`src/pfs_pkg.sv`:
```
package pfs_pkg;

  // Bus geometry
  localparam int              PFS_ADDR_W     = 20;
  localparam int              PFS_DATA_W     = 32;
  localparam int              PFS_PIN_COUNT  = 2;

  // Printed offsets are register indices; the byte address is four times the index
  localparam logic [15:0]     PFS_PIN12_IDX  = 16'ha05a;
  localparam logic [15:0]     PFS_PIN13_IDX  = 16'ha05b;
  localparam logic [PFS_ADDR_W-1:0] PFS_PIN12_ADDR = {2'b00, PFS_PIN12_IDX, 2'b00};
  localparam logic [PFS_ADDR_W-1:0] PFS_PIN13_ADDR = {2'b00, PFS_PIN13_IDX, 2'b00};

  // Field positions inside each configuration register
  localparam int              PFS_BIT_GENERAL_IO   = 0;
  localparam int              PFS_BIT_SHARED_IRQ_A = 1;
  localparam int              PFS_BIT_SHARED_IRQ_B = 2;
  localparam int              PFS_BIT_FOURTH_SER   = 3;
  localparam int              PFS_BIT_CAPCOMP      = 4;
  localparam int              PFS_BIT_BASIC_SER    = 5;
  localparam int              PFS_BIT_BUS_SLAVE    = 6;
  localparam int              PFS_BIT_TOUCH_KEY    = 7;

  // Reset value of both configuration registers
  localparam logic [7:0]      PFS_CFG_RESET  = 8'h00;

  // Bus response codes
  localparam logic [1:0]      PFS_RESP_OKAY   = 2'b00;
  localparam logic [1:0]      PFS_RESP_DECERR = 2'b11;

  // Idle levels presented to peripherals whose pin is not routed
  localparam logic            PFS_IDLE_LINE_HIGH = 1'b1;
  localparam logic            PFS_IDLE_LINE_LOW  = 1'b0;

  // Configuration register layout, bit 7 first
  typedef struct packed {
    logic touch_key_select;
    logic bus_slave_line_select;
    logic basic_serial_select;
    logic capcomp_io_select;
    logic fourth_serial_select;
    logic shared_irq_b_select;
    logic shared_irq_a_select;
    logic general_io_select;
  } pfs_cfg_t;

  // Output value and enable of one pad or one peripheral
  typedef struct packed {
    logic out;
    logic oe;
  } pfs_drive_t;

  // Function that currently owns the pad driver
  typedef enum logic [2:0] {
    PFS_SRC_NONE      = 3'b000,
    PFS_SRC_GENERAL   = 3'b001,
    PFS_SRC_FOURTH    = 3'b010,
    PFS_SRC_CAPCOMP   = 3'b011,
    PFS_SRC_BASIC     = 3'b100,
    PFS_SRC_BUS_SLAVE = 3'b101
  } pfs_src_t;

endpackage

```
`src/pfs_pin_func_top.sv`:
```
`timescale 1ns/1ps
module pfs_pin_func_top
  import pfs_pkg::*;
(
  input  wire logic                    aclk,
  input  wire logic                    aresetn,
  input  wire logic [PFS_ADDR_W-1:0]   s_axi_awaddr,
  input  wire logic                    s_axi_awvalid,
  output logic                         s_axi_awready,
  input  wire logic [PFS_DATA_W-1:0]   s_axi_wdata,
  input  wire logic [3:0]              s_axi_wstrb,
  input  wire logic                    s_axi_wvalid,
  output logic                         s_axi_wready,
  output logic [1:0]                   s_axi_bresp,
  output logic                         s_axi_bvalid,
  input  wire logic                    s_axi_bready,
  input  wire logic [PFS_ADDR_W-1:0]   s_axi_araddr,
  input  wire logic                    s_axi_arvalid,
  output logic                         s_axi_arready,
  output logic [PFS_DATA_W-1:0]        s_axi_rdata,
  output logic [1:0]                   s_axi_rresp,
  output logic                         s_axi_rvalid,
  input  wire logic                    s_axi_rready,
  input  wire logic [1:0]              pad_in,
  output logic [1:0]                   pad_out,
  output logic [1:0]                   pad_oe,
  input  wire logic [1:0]              general_io_out,
  input  wire logic [1:0]              general_io_oe,
  output logic [1:0]                   general_io_in,
  output logic                         shared_pin_irq_a,
  output logic                         shared_pin_irq_b,
  input  wire logic                    first_bus_slave_data_pull_low,
  output logic                         first_bus_slave_data_in,
  input  wire logic                    first_bus_slave_clock_pull_low,
  output logic                         first_bus_slave_clock_in,
  input  wire logic                    basic_serial_port_tx,
  output logic                         basic_serial_port_rx,
  input  wire logic                    fourth_serial_port_tx,
  output logic                         fourth_serial_port_rx,
  input  wire pfs_drive_t              capcomp_channel_two_drv,
  output logic                         capcomp_channel_two_in,
  input  wire pfs_drive_t              capcomp_channel_three_drv,
  output logic                         capcomp_channel_three_in,
  output logic [1:0]                   touch_key_enable,
  output logic [1:0]                   touch_key_level
);

  localparam int PIN12 = 0;
  localparam int PIN13 = 1;

  pfs_cfg_t                cfg_reg [PFS_PIN_COUNT];

  // Write channel state
  logic                    aw_hold_reg;
  logic [PFS_ADDR_W-1:0]   aw_addr_reg;
  logic                    w_hold_reg;
  logic [7:0]              w_byte_reg;
  logic                    w_lane0_reg;
  logic                    commit;
  logic                    wr_hit12;
  logic                    wr_hit13;
  logic                    rd_hit12;
  logic                    rd_hit13;

  // Pad synchroniser and observed levels
  logic [1:0]              pad_meta_reg;
  logic [1:0]              pad_sync_reg;
  logic [1:0]              irq_a_term;
  logic [1:0]              irq_b_term;
  pfs_drive_t              pad_drv      [PFS_PIN_COUNT];
  pfs_drive_t              capcomp_drv  [PFS_PIN_COUNT];
  logic [1:0]              slave_pull;

  assign capcomp_drv[PIN12] = capcomp_channel_two_drv;
  assign capcomp_drv[PIN13] = capcomp_channel_three_drv;
  assign slave_pull         = {first_bus_slave_clock_pull_low, first_bus_slave_data_pull_low};

  // Register decode: low two address bits ignored, word aligned
  assign wr_hit12 = aw_addr_reg[PFS_ADDR_W-1:2] == PFS_PIN12_ADDR[PFS_ADDR_W-1:2];
  assign wr_hit13 = aw_addr_reg[PFS_ADDR_W-1:2] == PFS_PIN13_ADDR[PFS_ADDR_W-1:2];
  assign rd_hit12 = s_axi_araddr[PFS_ADDR_W-1:2] == PFS_PIN12_ADDR[PFS_ADDR_W-1:2];
  assign rd_hit13 = s_axi_araddr[PFS_ADDR_W-1:2] == PFS_PIN13_ADDR[PFS_ADDR_W-1:2];

  // Write completes once both address and data are held and no response is pending
  assign commit = aw_hold_reg && w_hold_reg && !s_axi_bvalid;

  // Address and data are accepted independently, in either order
  always_ff @(posedge aclk)
  begin
    if (!aresetn)
    begin
      s_axi_awready <= 1'b0;
      aw_hold_reg   <= 1'b0;
      aw_addr_reg   <= '0;
    end
    else if (s_axi_awvalid && s_axi_awready)
    begin
      s_axi_awready <= 1'b0;
      aw_hold_reg   <= 1'b1;
      aw_addr_reg   <= s_axi_awaddr;
    end
    else if (commit)
    begin
      aw_hold_reg   <= 1'b0;
    end
    else if (!aw_hold_reg && !s_axi_bvalid)
    begin
      s_axi_awready <= 1'b1;
    end
  end

  always_ff @(posedge aclk)
  begin
    if (!aresetn)
    begin
      s_axi_wready <= 1'b0;
      w_hold_reg   <= 1'b0;
      w_byte_reg   <= '0;
      w_lane0_reg  <= 1'b0;
    end
    else if (s_axi_wvalid && s_axi_wready)
    begin
      s_axi_wready <= 1'b0;
      w_hold_reg   <= 1'b1;
      w_byte_reg   <= s_axi_wdata[7:0];
      w_lane0_reg  <= s_axi_wstrb[0];
    end
    else if (commit)
    begin
      w_hold_reg   <= 1'b0;
    end
    else if (!w_hold_reg && !s_axi_bvalid)
    begin
      s_axi_wready <= 1'b1;
    end
  end

  // Unmapped writes are dropped and answered with a decode error
  always_ff @(posedge aclk)
  begin
    if (!aresetn)
    begin
      s_axi_bvalid <= 1'b0;
      s_axi_bresp  <= PFS_RESP_OKAY;
    end
    else if (commit)
    begin
      s_axi_bvalid <= 1'b1;
      s_axi_bresp  <= (wr_hit12 || wr_hit13) ? PFS_RESP_OKAY : PFS_RESP_DECERR;
    end
    else if (s_axi_bvalid && s_axi_bready)
    begin
      s_axi_bvalid <= 1'b0;
    end
  end

  always_ff @(posedge aclk)
  begin
    if (!aresetn)
      cfg_reg[PIN12] <= pfs_cfg_t'(PFS_CFG_RESET);
    else if (commit && wr_hit12 && w_lane0_reg)
      cfg_reg[PIN12] <= pfs_cfg_t'(w_byte_reg);
  end

  always_ff @(posedge aclk)
  begin
    if (!aresetn)
      cfg_reg[PIN13] <= pfs_cfg_t'(PFS_CFG_RESET);
    else if (commit && wr_hit13 && w_lane0_reg)
      cfg_reg[PIN13] <= pfs_cfg_t'(w_byte_reg);
  end

  // One read at a time; data leave a register one cycle after the address is taken
  always_ff @(posedge aclk)
  begin
    if (!aresetn)
    begin
      s_axi_arready <= 1'b0;
      s_axi_rvalid  <= 1'b0;
      s_axi_rdata   <= '0;
      s_axi_rresp   <= PFS_RESP_OKAY;
    end
    else if (s_axi_arvalid && s_axi_arready)
    begin
      s_axi_arready <= 1'b0;
      s_axi_rvalid  <= 1'b1;
      s_axi_rresp   <= (rd_hit12 || rd_hit13) ? PFS_RESP_OKAY : PFS_RESP_DECERR;
      if (rd_hit12)
        s_axi_rdata <= {24'h00_0000, cfg_reg[PIN12]};
      else if (rd_hit13)
        s_axi_rdata <= {24'h00_0000, cfg_reg[PIN13]};
      else
        s_axi_rdata <= '0;
    end
    else if (s_axi_rvalid && s_axi_rready)
    begin
      s_axi_rvalid  <= 1'b0;
    end
    else if (!s_axi_rvalid)
    begin
      s_axi_arready <= 1'b1;
    end
  end

  // Pads are asynchronous to aclk
  always_ff @(posedge aclk)
  begin
    if (!aresetn)
    begin
      pad_meta_reg <= '0;
      pad_sync_reg <= '0;
    end
    else
    begin
      pad_meta_reg <= pad_in;
      pad_sync_reg <= pad_meta_reg;
    end
  end

  genvar p;
  generate
    for (p = 0; p < PFS_PIN_COUNT; p++)
    begin : g_pin
      pfs_pin_mux #(
        .SERIAL_DRIVES_PIN (p == PIN12)
      ) u_mux (
        .aclk             (aclk),
        .aresetn          (aresetn),
        .cfg              (cfg_reg[p]),
        .slave_pull_low   (slave_pull[p]),
        .basic_serial_tx  (basic_serial_port_tx),
        .fourth_serial_tx (fourth_serial_port_tx),
        .capcomp_drv      (capcomp_drv[p]),
        .general_drv      ('{out: general_io_out[p], oe: general_io_oe[p]}),
        .pad_drv          (pad_drv[p]),
        .pad_src          ()
      );

      assign pad_out[p] = pad_drv[p].out;
      assign pad_oe[p]  = pad_drv[p].oe;

      assign irq_a_term[p] = cfg_reg[p].shared_irq_a_select && pad_sync_reg[p];
      assign irq_b_term[p] = cfg_reg[p].shared_irq_b_select && pad_sync_reg[p];

      always_ff @(posedge aclk)
      begin
        if (!aresetn)
          general_io_in[p] <= 1'b0;
        else
          general_io_in[p] <= cfg_reg[p].general_io_select && pad_sync_reg[p];
      end

      // Touch sensing is analog; only the enable and the observed level are passed on
      always_ff @(posedge aclk)
      begin
        if (!aresetn)
        begin
          touch_key_enable[p] <= 1'b0;
          touch_key_level[p]  <= 1'b0;
        end
        else
        begin
          touch_key_enable[p] <= cfg_reg[p].touch_key_select;
          touch_key_level[p]  <= cfg_reg[p].touch_key_select && pad_sync_reg[p];
        end
      end
    end
  endgenerate

  always_ff @(posedge aclk)
  begin
    if (!aresetn)
    begin
      shared_pin_irq_a <= 1'b0;
      shared_pin_irq_b <= 1'b0;
    end
    else
    begin
      shared_pin_irq_a <= |irq_a_term;
      shared_pin_irq_b <= |irq_b_term;
    end
  end

  always_ff @(posedge aclk)
  begin
    if (!aresetn)
    begin
      first_bus_slave_data_in  <= PFS_IDLE_LINE_HIGH;
      first_bus_slave_clock_in <= PFS_IDLE_LINE_HIGH;
      basic_serial_port_rx     <= PFS_IDLE_LINE_HIGH;
      fourth_serial_port_rx    <= PFS_IDLE_LINE_HIGH;
    end
    else
    begin
      first_bus_slave_data_in  <= cfg_reg[PIN12].bus_slave_line_select ?
                                  pad_sync_reg[PIN12] : PFS_IDLE_LINE_HIGH;
      first_bus_slave_clock_in <= cfg_reg[PIN13].bus_slave_line_select ?
                                  pad_sync_reg[PIN13] : PFS_IDLE_LINE_HIGH;
      basic_serial_port_rx     <= cfg_reg[PIN13].basic_serial_select ?
                                  pad_sync_reg[PIN13] : PFS_IDLE_LINE_HIGH;
      fourth_serial_port_rx    <= cfg_reg[PIN13].fourth_serial_select ?
                                  pad_sync_reg[PIN13] : PFS_IDLE_LINE_HIGH;
    end
  end

  always_ff @(posedge aclk)
  begin
    if (!aresetn)
    begin
      capcomp_channel_two_in   <= PFS_IDLE_LINE_LOW;
      capcomp_channel_three_in <= PFS_IDLE_LINE_LOW;
    end
    else
    begin
      capcomp_channel_two_in   <= cfg_reg[PIN12].capcomp_io_select ?
                                  pad_sync_reg[PIN12] : PFS_IDLE_LINE_LOW;
      capcomp_channel_three_in <= cfg_reg[PIN13].capcomp_io_select ?
                                  pad_sync_reg[PIN13] : PFS_IDLE_LINE_LOW;
    end
  end

endmodule

```
`src/pfs_pin_mux.sv`:
```
`timescale 1ns/1ps
module pfs_pin_mux
  import pfs_pkg::*;
#(
  parameter logic SERIAL_DRIVES_PIN = 1'b1
)
(
  input  wire logic       aclk,
  input  wire logic       aresetn,
  input  wire pfs_cfg_t   cfg,
  input  wire logic       slave_pull_low,
  input  wire logic       basic_serial_tx,
  input  wire logic       fourth_serial_tx,
  input  wire pfs_drive_t capcomp_drv,
  input  wire pfs_drive_t general_drv,
  output pfs_drive_t      pad_drv,
  output pfs_src_t        pad_src
);

  pfs_src_t   src_next;
  pfs_drive_t drv_next;

  always_comb
  begin
    src_next = PFS_SRC_NONE;
    if (cfg.bus_slave_line_select)
      src_next = PFS_SRC_BUS_SLAVE;
    else if (cfg.basic_serial_select && SERIAL_DRIVES_PIN)
      src_next = PFS_SRC_BASIC;
    else if (cfg.capcomp_io_select)
      src_next = PFS_SRC_CAPCOMP;
    else if (cfg.fourth_serial_select && SERIAL_DRIVES_PIN)
      src_next = PFS_SRC_FOURTH;
    else if (cfg.general_io_select)
      src_next = PFS_SRC_GENERAL;
  end

  always_comb
  begin
    drv_next = '0;
    case (src_next)
      PFS_SRC_BUS_SLAVE: drv_next = '{out: 1'b0, oe: slave_pull_low};
      PFS_SRC_BASIC:     drv_next = '{out: basic_serial_tx, oe: 1'b1};
      PFS_SRC_CAPCOMP:   drv_next = capcomp_drv;
      PFS_SRC_FOURTH:    drv_next = '{out: fourth_serial_tx, oe: 1'b1};
      PFS_SRC_GENERAL:   drv_next = general_drv;
      default:           drv_next = '0;
    endcase
  end

  always_ff @(posedge aclk)
  begin
    if (!aresetn)
    begin
      pad_drv <= '0;
      pad_src <= PFS_SRC_NONE;
    end
    else
    begin
      pad_drv <= drv_next;
      pad_src <= src_next;
    end
  end

endmodule

```
`config.mk`:
```
export PLATFORM = sky130hd
export DESIGN_NAME = pfs_pin_func_top
export DESIGN_NICKNAME = d
export VERILOG_FILES = /design/src/pfs_pkg.sv /design/src/pfs_pin_func_top.sv /design/src/pfs_pin_mux.sv
export SDC_FILE = /design/constraint.sdc
export NUM_CORES = 1
export LEC_CHECK = 0
export ABC_AREA = 1
export BUFFER_PORTS_ARGS = -buffer_cell sky130_fd_sc_hd__buf_2
export CAP_MARGIN = 25
export CORE_ASPECT_RATIO = 0.7
export CORE_MARGIN = 5
export CORE_UTILIZATION = 40
export DETAILED_ROUTE_END_ITERATION = 12
export GPL_TIMING_DRIVEN = 0
export PLACE_DENSITY_LB_ADDON = 0.12
export SETUP_SLACK_MARGIN = 0.05
export SKIP_CTS_REPAIR_TIMING = 1
export SYNTH_ARGS = -nofsm -noshare
export SYNTH_HDL_FRONTEND = slang
export SYNTH_SLANG_ARGS = --single-unit
```
`constraint.sdc`:
```
create_clock -name aclk -period 1.7 [get_ports aclk]
set_input_delay 0.17 -clock aclk [delete_from_list [all_inputs] [get_ports aclk]]
set_output_delay 0.17 -clock aclk [all_outputs]
set_load 0.005 [all_outputs]
```
### Yosys cells after proc, flatten, opt, wreduce, memory -nomap -nowiden

Memories as Yosys holds them, arrays and structs flattened.
Index checks and enable logic that the tools add are counted.

| word-level totals | value |
|---|---|
| register bits | 94 |
| RAM bits | 16 |
| bits of input ports | 97 |
| output and inout port bits | 59 |
| logic and storage cells | 128 |
| memories kept | 1 |

Memory list:

| name | words | width | read ports | clocked after memory_dff | wr ports | RTL line | RTL |
|---|---|---|---|---|---|---|---|
| cfg_reg | 2 | 8 | 2 | 0 | 2 | pfs_pin_func_top.sv:51 | `pfs_cfg_t cfg_reg [PFS_PIN_COUNT];` |

| cells by class | value |
|---|---|
| equality and inequality tests | 14 |
| mux-type cells | 30 |
| bitwise logic cells | 6 |
| reductions and logical operators | 44 |

Operators with widths:

| kind | number |
|---|---|
| equality test 18 x 16 -> 1 bit, second input constant | 4 |
| two-way mux 8 bit | 4 |
| logical AND 1 bit | 21 |
| case mux 2 bit (5 select lines) | 2 |
| two-way mux 3 bit | 6 |
| AND reduction 2 bit | 9 |
| two-way mux 1 bit | 16 |
| equality test 3 x 2 -> 1 bit, second input constant | 4 |
| equality test 3 bit, second input constant | 4 |
| OR reduction 2 bit | 5 |
| nonzero test 2 bit | 4 |
| equality test 3 x 1 -> 1 bit, second input constant | 2 |
| two-way mux 2 bit | 2 |
| NOT 1 bit | 4 |
| logical NOT 1 bit | 3 |
| logical OR 1 bit | 2 |
| OR 1 bit | 2 |

### Depth between registers and ports, before layout

| logic depth | value |
|---|---|
| word-level depth | 8 |
| mapped depth | 9 |
| gate-level depth less buffers | 8 |

### Hierarchy

A second synthesis with hierarchy kept.

| unflattened totals | value |
|---|---|
| cell total of the unflattened synthesis | 455 |
| area total of the unflattened synthesis | 3659.8 um2 |

Modules (own cells, without submodules):

| module | times used | cells each | area each (um2) | seq. area each (um2) |
|---|---|---|---|---|
| pfs_pin_func_top | 1 | 390 | 3208.1 | 1721.7 |
| pfs_pin_mux at g_pin[0].u_mux | 1 | 40 | 267.8 | 100.1 |
| pfs_pin_mux at g_pin[1].u_mux | 1 | 25 | 183.9 | 100.1 |

### Least setup slack after synthesis

Ideal clock, no wire load.

| path | value |
|---|---|
| kind | reg-to-reg |
| start | register aw_addr_reg[13] |
| end | memory cfg_reg[1][0] (netlist bit) (enable) |
| setup time | 329 ps |
| arrival | 993 ps |
| required time | 1371 ps |
| setup slack | 378 ps |
| stages on the path, launching flop included | 7 |
| buffers on the path | 0 |
| clock period less this slack | 1322 ps |
| path through | dfxtp_1 nor2_1 nand3_1 nand3b_1 nor2_1 nand2_1 nand2_1 |

RTL lines:

| element | RTL line | RTL |
|---|---|---|
| from (decl) | pfs_pin_func_top.sv:55 | `logic [PFS_ADDR_W-1:0] aw_addr_reg;` |
| from (signal assigned) | pfs_pin_func_top.sv:100 | `aw_addr_reg <= s_axi_awaddr;` |
| to (decl) | pfs_pin_func_top.sv:51 |  |

==> flow_summary.json <==
{
  "timing.critical_path.cells": "nand2_1, nor3_1, nand3_1, nor2_1, nand2_1, nand2_2",
  "overall_die_area_mm2": 0.0106,
  "antennaDiodeCount": 0,
  "crit_path_max_incr_delay_ps": 360,
  "synth_sequential_area_ratio_pct": 52.5,
  "hold_depth": 3,
  "dp.final_hpwl_um": 6510,
  "critical_path.slowest_cell": "sky130_fd_sc_hd__dfxtp_1",
  "cts_tree": "done",
  "run_status": "complete, no violations",
  "routed_wirelength_um": 8310,
  "worstMarginPinSlew_ps": 641,
  "floorplan.die.height_um": 87.5,
  "gr-usage-all-layers_pct": 16.1,
  "post_route_cells_drive_above_1_share_pct": 27.9,
  "crit_top_cell": "sky130_fd_sc_hd__nand2_1",
  "placedInstanceArea_mm2": 0.00415,
  "globalRoute.totalOverflow": 0,
  "pre_cts_ws_ps": 27.8,
  "critical_path_arrival_ps": 1500,
  "syn_area_mm2": 0.00343,
  "post_drt_wl_per_cell_um": 12.4,
  "drtAntennaViolNets": 0,
  "first_pass_grt_wire_length_um": 13300,
  "grt_start_max_net_pins": 14,
  "min_path_type": "input port to flip-flop",
  "top_level_i_o_count": 156,
  "final.setup_skew_ps": 6.76,
  "tns_ps": 0,
  "synth-warning-count": 0,
  "worstSkewPairLatency_ps": 330,
  "timing.final.max_slew_violations": 0,
  "firstDrtPassIters": 7,
  "drt_first_iter_violations": 180,
  "fp.dieW_um": 121,
  "layout.cells.most_common_list": "105 x sky130_fd_sc_hd__buf_2, 82 x sky130_fd_sc_hd__nor2_1, 66 x sky130_fd_sc_hd__dfxtp_1, 51 x sky130_fd_sc_hd__inv_1, 51 x sky130_fd_sc_hd__nand2_1",
  "finalPower_mw": 4.69,
  "first_global_vias": 2743,
  "power.density_cell_area_mw_per_mm2": 1040,
  "period_share_pct": 87.2,
  "ys_types": 27,
  "number_of_buffers_on_the_longest_clock_path": 2,
  "path_clk_slew_ps": 60,
  "crit_fanout": 8,
  "max_cap_viol_count": 0,
  "crit_path_start_kind": "flip-flop",
  "layout.cell_area.non_filler_mm2": 0.00449,
  "highest_clock_rate_mhz": 674,
  "fill_cells": 813,
  "path_class": "flip-flop to flip-flop",
  "synthCells": 428,
  "drc": 0,
  "detailroute.via_count": 3049,
  "finalHoldViolCount": 0,
  "h-tree-depth": 3,
  "most_common_library_cell_in_the_layout_ignoring_fill_and_taps": "sky130_fd_sc_hd__buf_2",
  "sequential_cell_area_mm2": 0.00180,
  "rows": 28,
  "critPathCaptureType": "flip-flop",
  "initial_utilization_pct": 40.8,
  "layout.nets": 659,
  "globalplace.congestion": 0.746,
  "power.leakage_nw": 2.16,
  "clock-root-buffer": "sky130_fd_sc_hd__clkbuf_16",
  "vdd.ir_drop.worst_mv": 0.477,
  "syn_avg_cell_area_um2": 8.02,
  "tritoncts_buffers": 9,
  "worstPathRequired_ps": 1720,
  "syn2layout_area_growth_pct": 30.8,
  "final-setup-viol-count": 0,
  "final.min_clock_period_ps": 1480,
  "hold_ws_ps": 15.1,
  "io_buffer_count": 100,
  "r2r_cells": 6,
  "clock_sink_count": 82,
  "core-area_mm2": 0.00841,
  "vias_per_cell": 4.54,
  "slew-limit-headroom_pct": 57.3,
  "synth.ff_latch_count": 82,
  "timing.final.ws_setup_ps": 217,
  "largest_reg_flops": 18,
  "multi_input_area_mm2": 0.00125,
  "rsz0062_at_grt": "false",
  "antenna_found_initial": 0
}
-- per-stage QoR --
step	utilization [%]	cells
2_1_floorplan	-	451
3_3_place_gp	49.4	656
3_5_place_dp	49.4	656
4_1_cts	53.3	672
5_1_grt	53.4	672
6_report	53.4	672
-- critical path, delay by kind of cell (launching register included) --
kind             cells  cell delay, ps
and+or+nand+nor      6             810
DFF                  1             360
-- area by class of cell --
class	instances	area share [%]
Sequential cell	82	40.1
Clock buffer	14	6.60
Inverter	54	4.51
Clock inverter	2	0.864
Buffer	40	5.99
Timing Repair Buffer	100	11.1
Tap cell	105	2.93
Multi-Input combinational cell	275	27.8
-- cells by family (layout without fill, tap and decap cells) --
group	after synthesis	after routing	share of synthesized area, %
buffers and inverters	94	210	13.7
AO/OA/AOI/OAI	58	58	8.57
flip-flops	82	82	52.5
AND/OR/NAND/NOR	193	193	25.1
other	1	24	0.109
-- final timing paths --
path | slack, ps | endpoint | from
worst min register to register | 410 | pad_sync_reg[0] | pad_meta_reg[0]
worst max register to register | 220 | cfg_reg[1][3] | aw_addr_reg[6]
worst max-delay path | 220 | cfg_reg[1][3] | aw_addr_reg[6]
worst min-delay path | 20 | pad_meta_reg[1] | pad_in[1]
-- power breakdown --
group	switching [mW]	internal, mW
combinational	0.243	0.201
sequential	0.0601	2.09
clock	0.741	1.36
-- metal layers --
metal  share of wire, %  up-vias  wire length (um)  GRT usage, %
met5                  0        -                 0             0
met4               0.89        0                74          3.40
met3                6.8        8               569          6.23
met2                 43       98              3550          23.7
met1                 50     1340              4120          22.7
li1                   -     1603                 -             -
-- Yosys cell counts --
cell / number / area, um2
sky130_fd_sc_hd__nor3_1: 5 / 25.0
sky130_fd_sc_hd__nand3_2: 2 / 20.0
sky130_fd_sc_hd__inv_2: 1 / 3.75
sky130_fd_sc_hd__dfxtp_1: 66 / 1320
sky130_fd_sc_hd__a21oi_1: 24 / 120
sky130_fd_sc_hd__nor3b_1: 1 / 7.51
sky130_fd_sc_hd__nor2_1: 82 / 308
sky130_fd_sc_hd__nor2_4: 2 / 22.5
sky130_fd_sc_hd__nand2_1: 53 / 199
sky130_fd_sc_hd__nand3b_1: 1 / 7.51
sky130_fd_sc_hd__buf_2: 5 / 25.0
sky130_fd_sc_hd__buf_4: 26 / 195
sky130_fd_sc_hd__conb_1: 1 / 3.75
sky130_fd_sc_hd__clkbuf_1: 6 / 22.5
sky130_fd_sc_hd__inv_1: 51 / 191
sky130_fd_sc_hd__o21ai_0: 32 / 160
sky130_fd_sc_hd__and3_1: 1 / 6.26
sky130_fd_sc_hd__a211oi_1: 1 / 7.51
sky130_fd_sc_hd__buf_1: 1 / 3.75
sky130_fd_sc_hd__nand4_1: 21 / 131
sky130_fd_sc_hd__buf_6: 2 / 22.5
sky130_fd_sc_hd__a31oi_1: 1 / 6.26
sky130_fd_sc_hd__nand3_1: 21 / 105
sky130_fd_sc_hd__clkinv_1: 2 / 7.51
sky130_fd_sc_hd__nor2_2: 3 / 18.8
sky130_fd_sc_hd__nor3_2: 1 / 10.0
sky130_fd_sc_hd__edfxtp_1: 16 / 480
No activity file was read; power rests on OpenSTA's default activity.
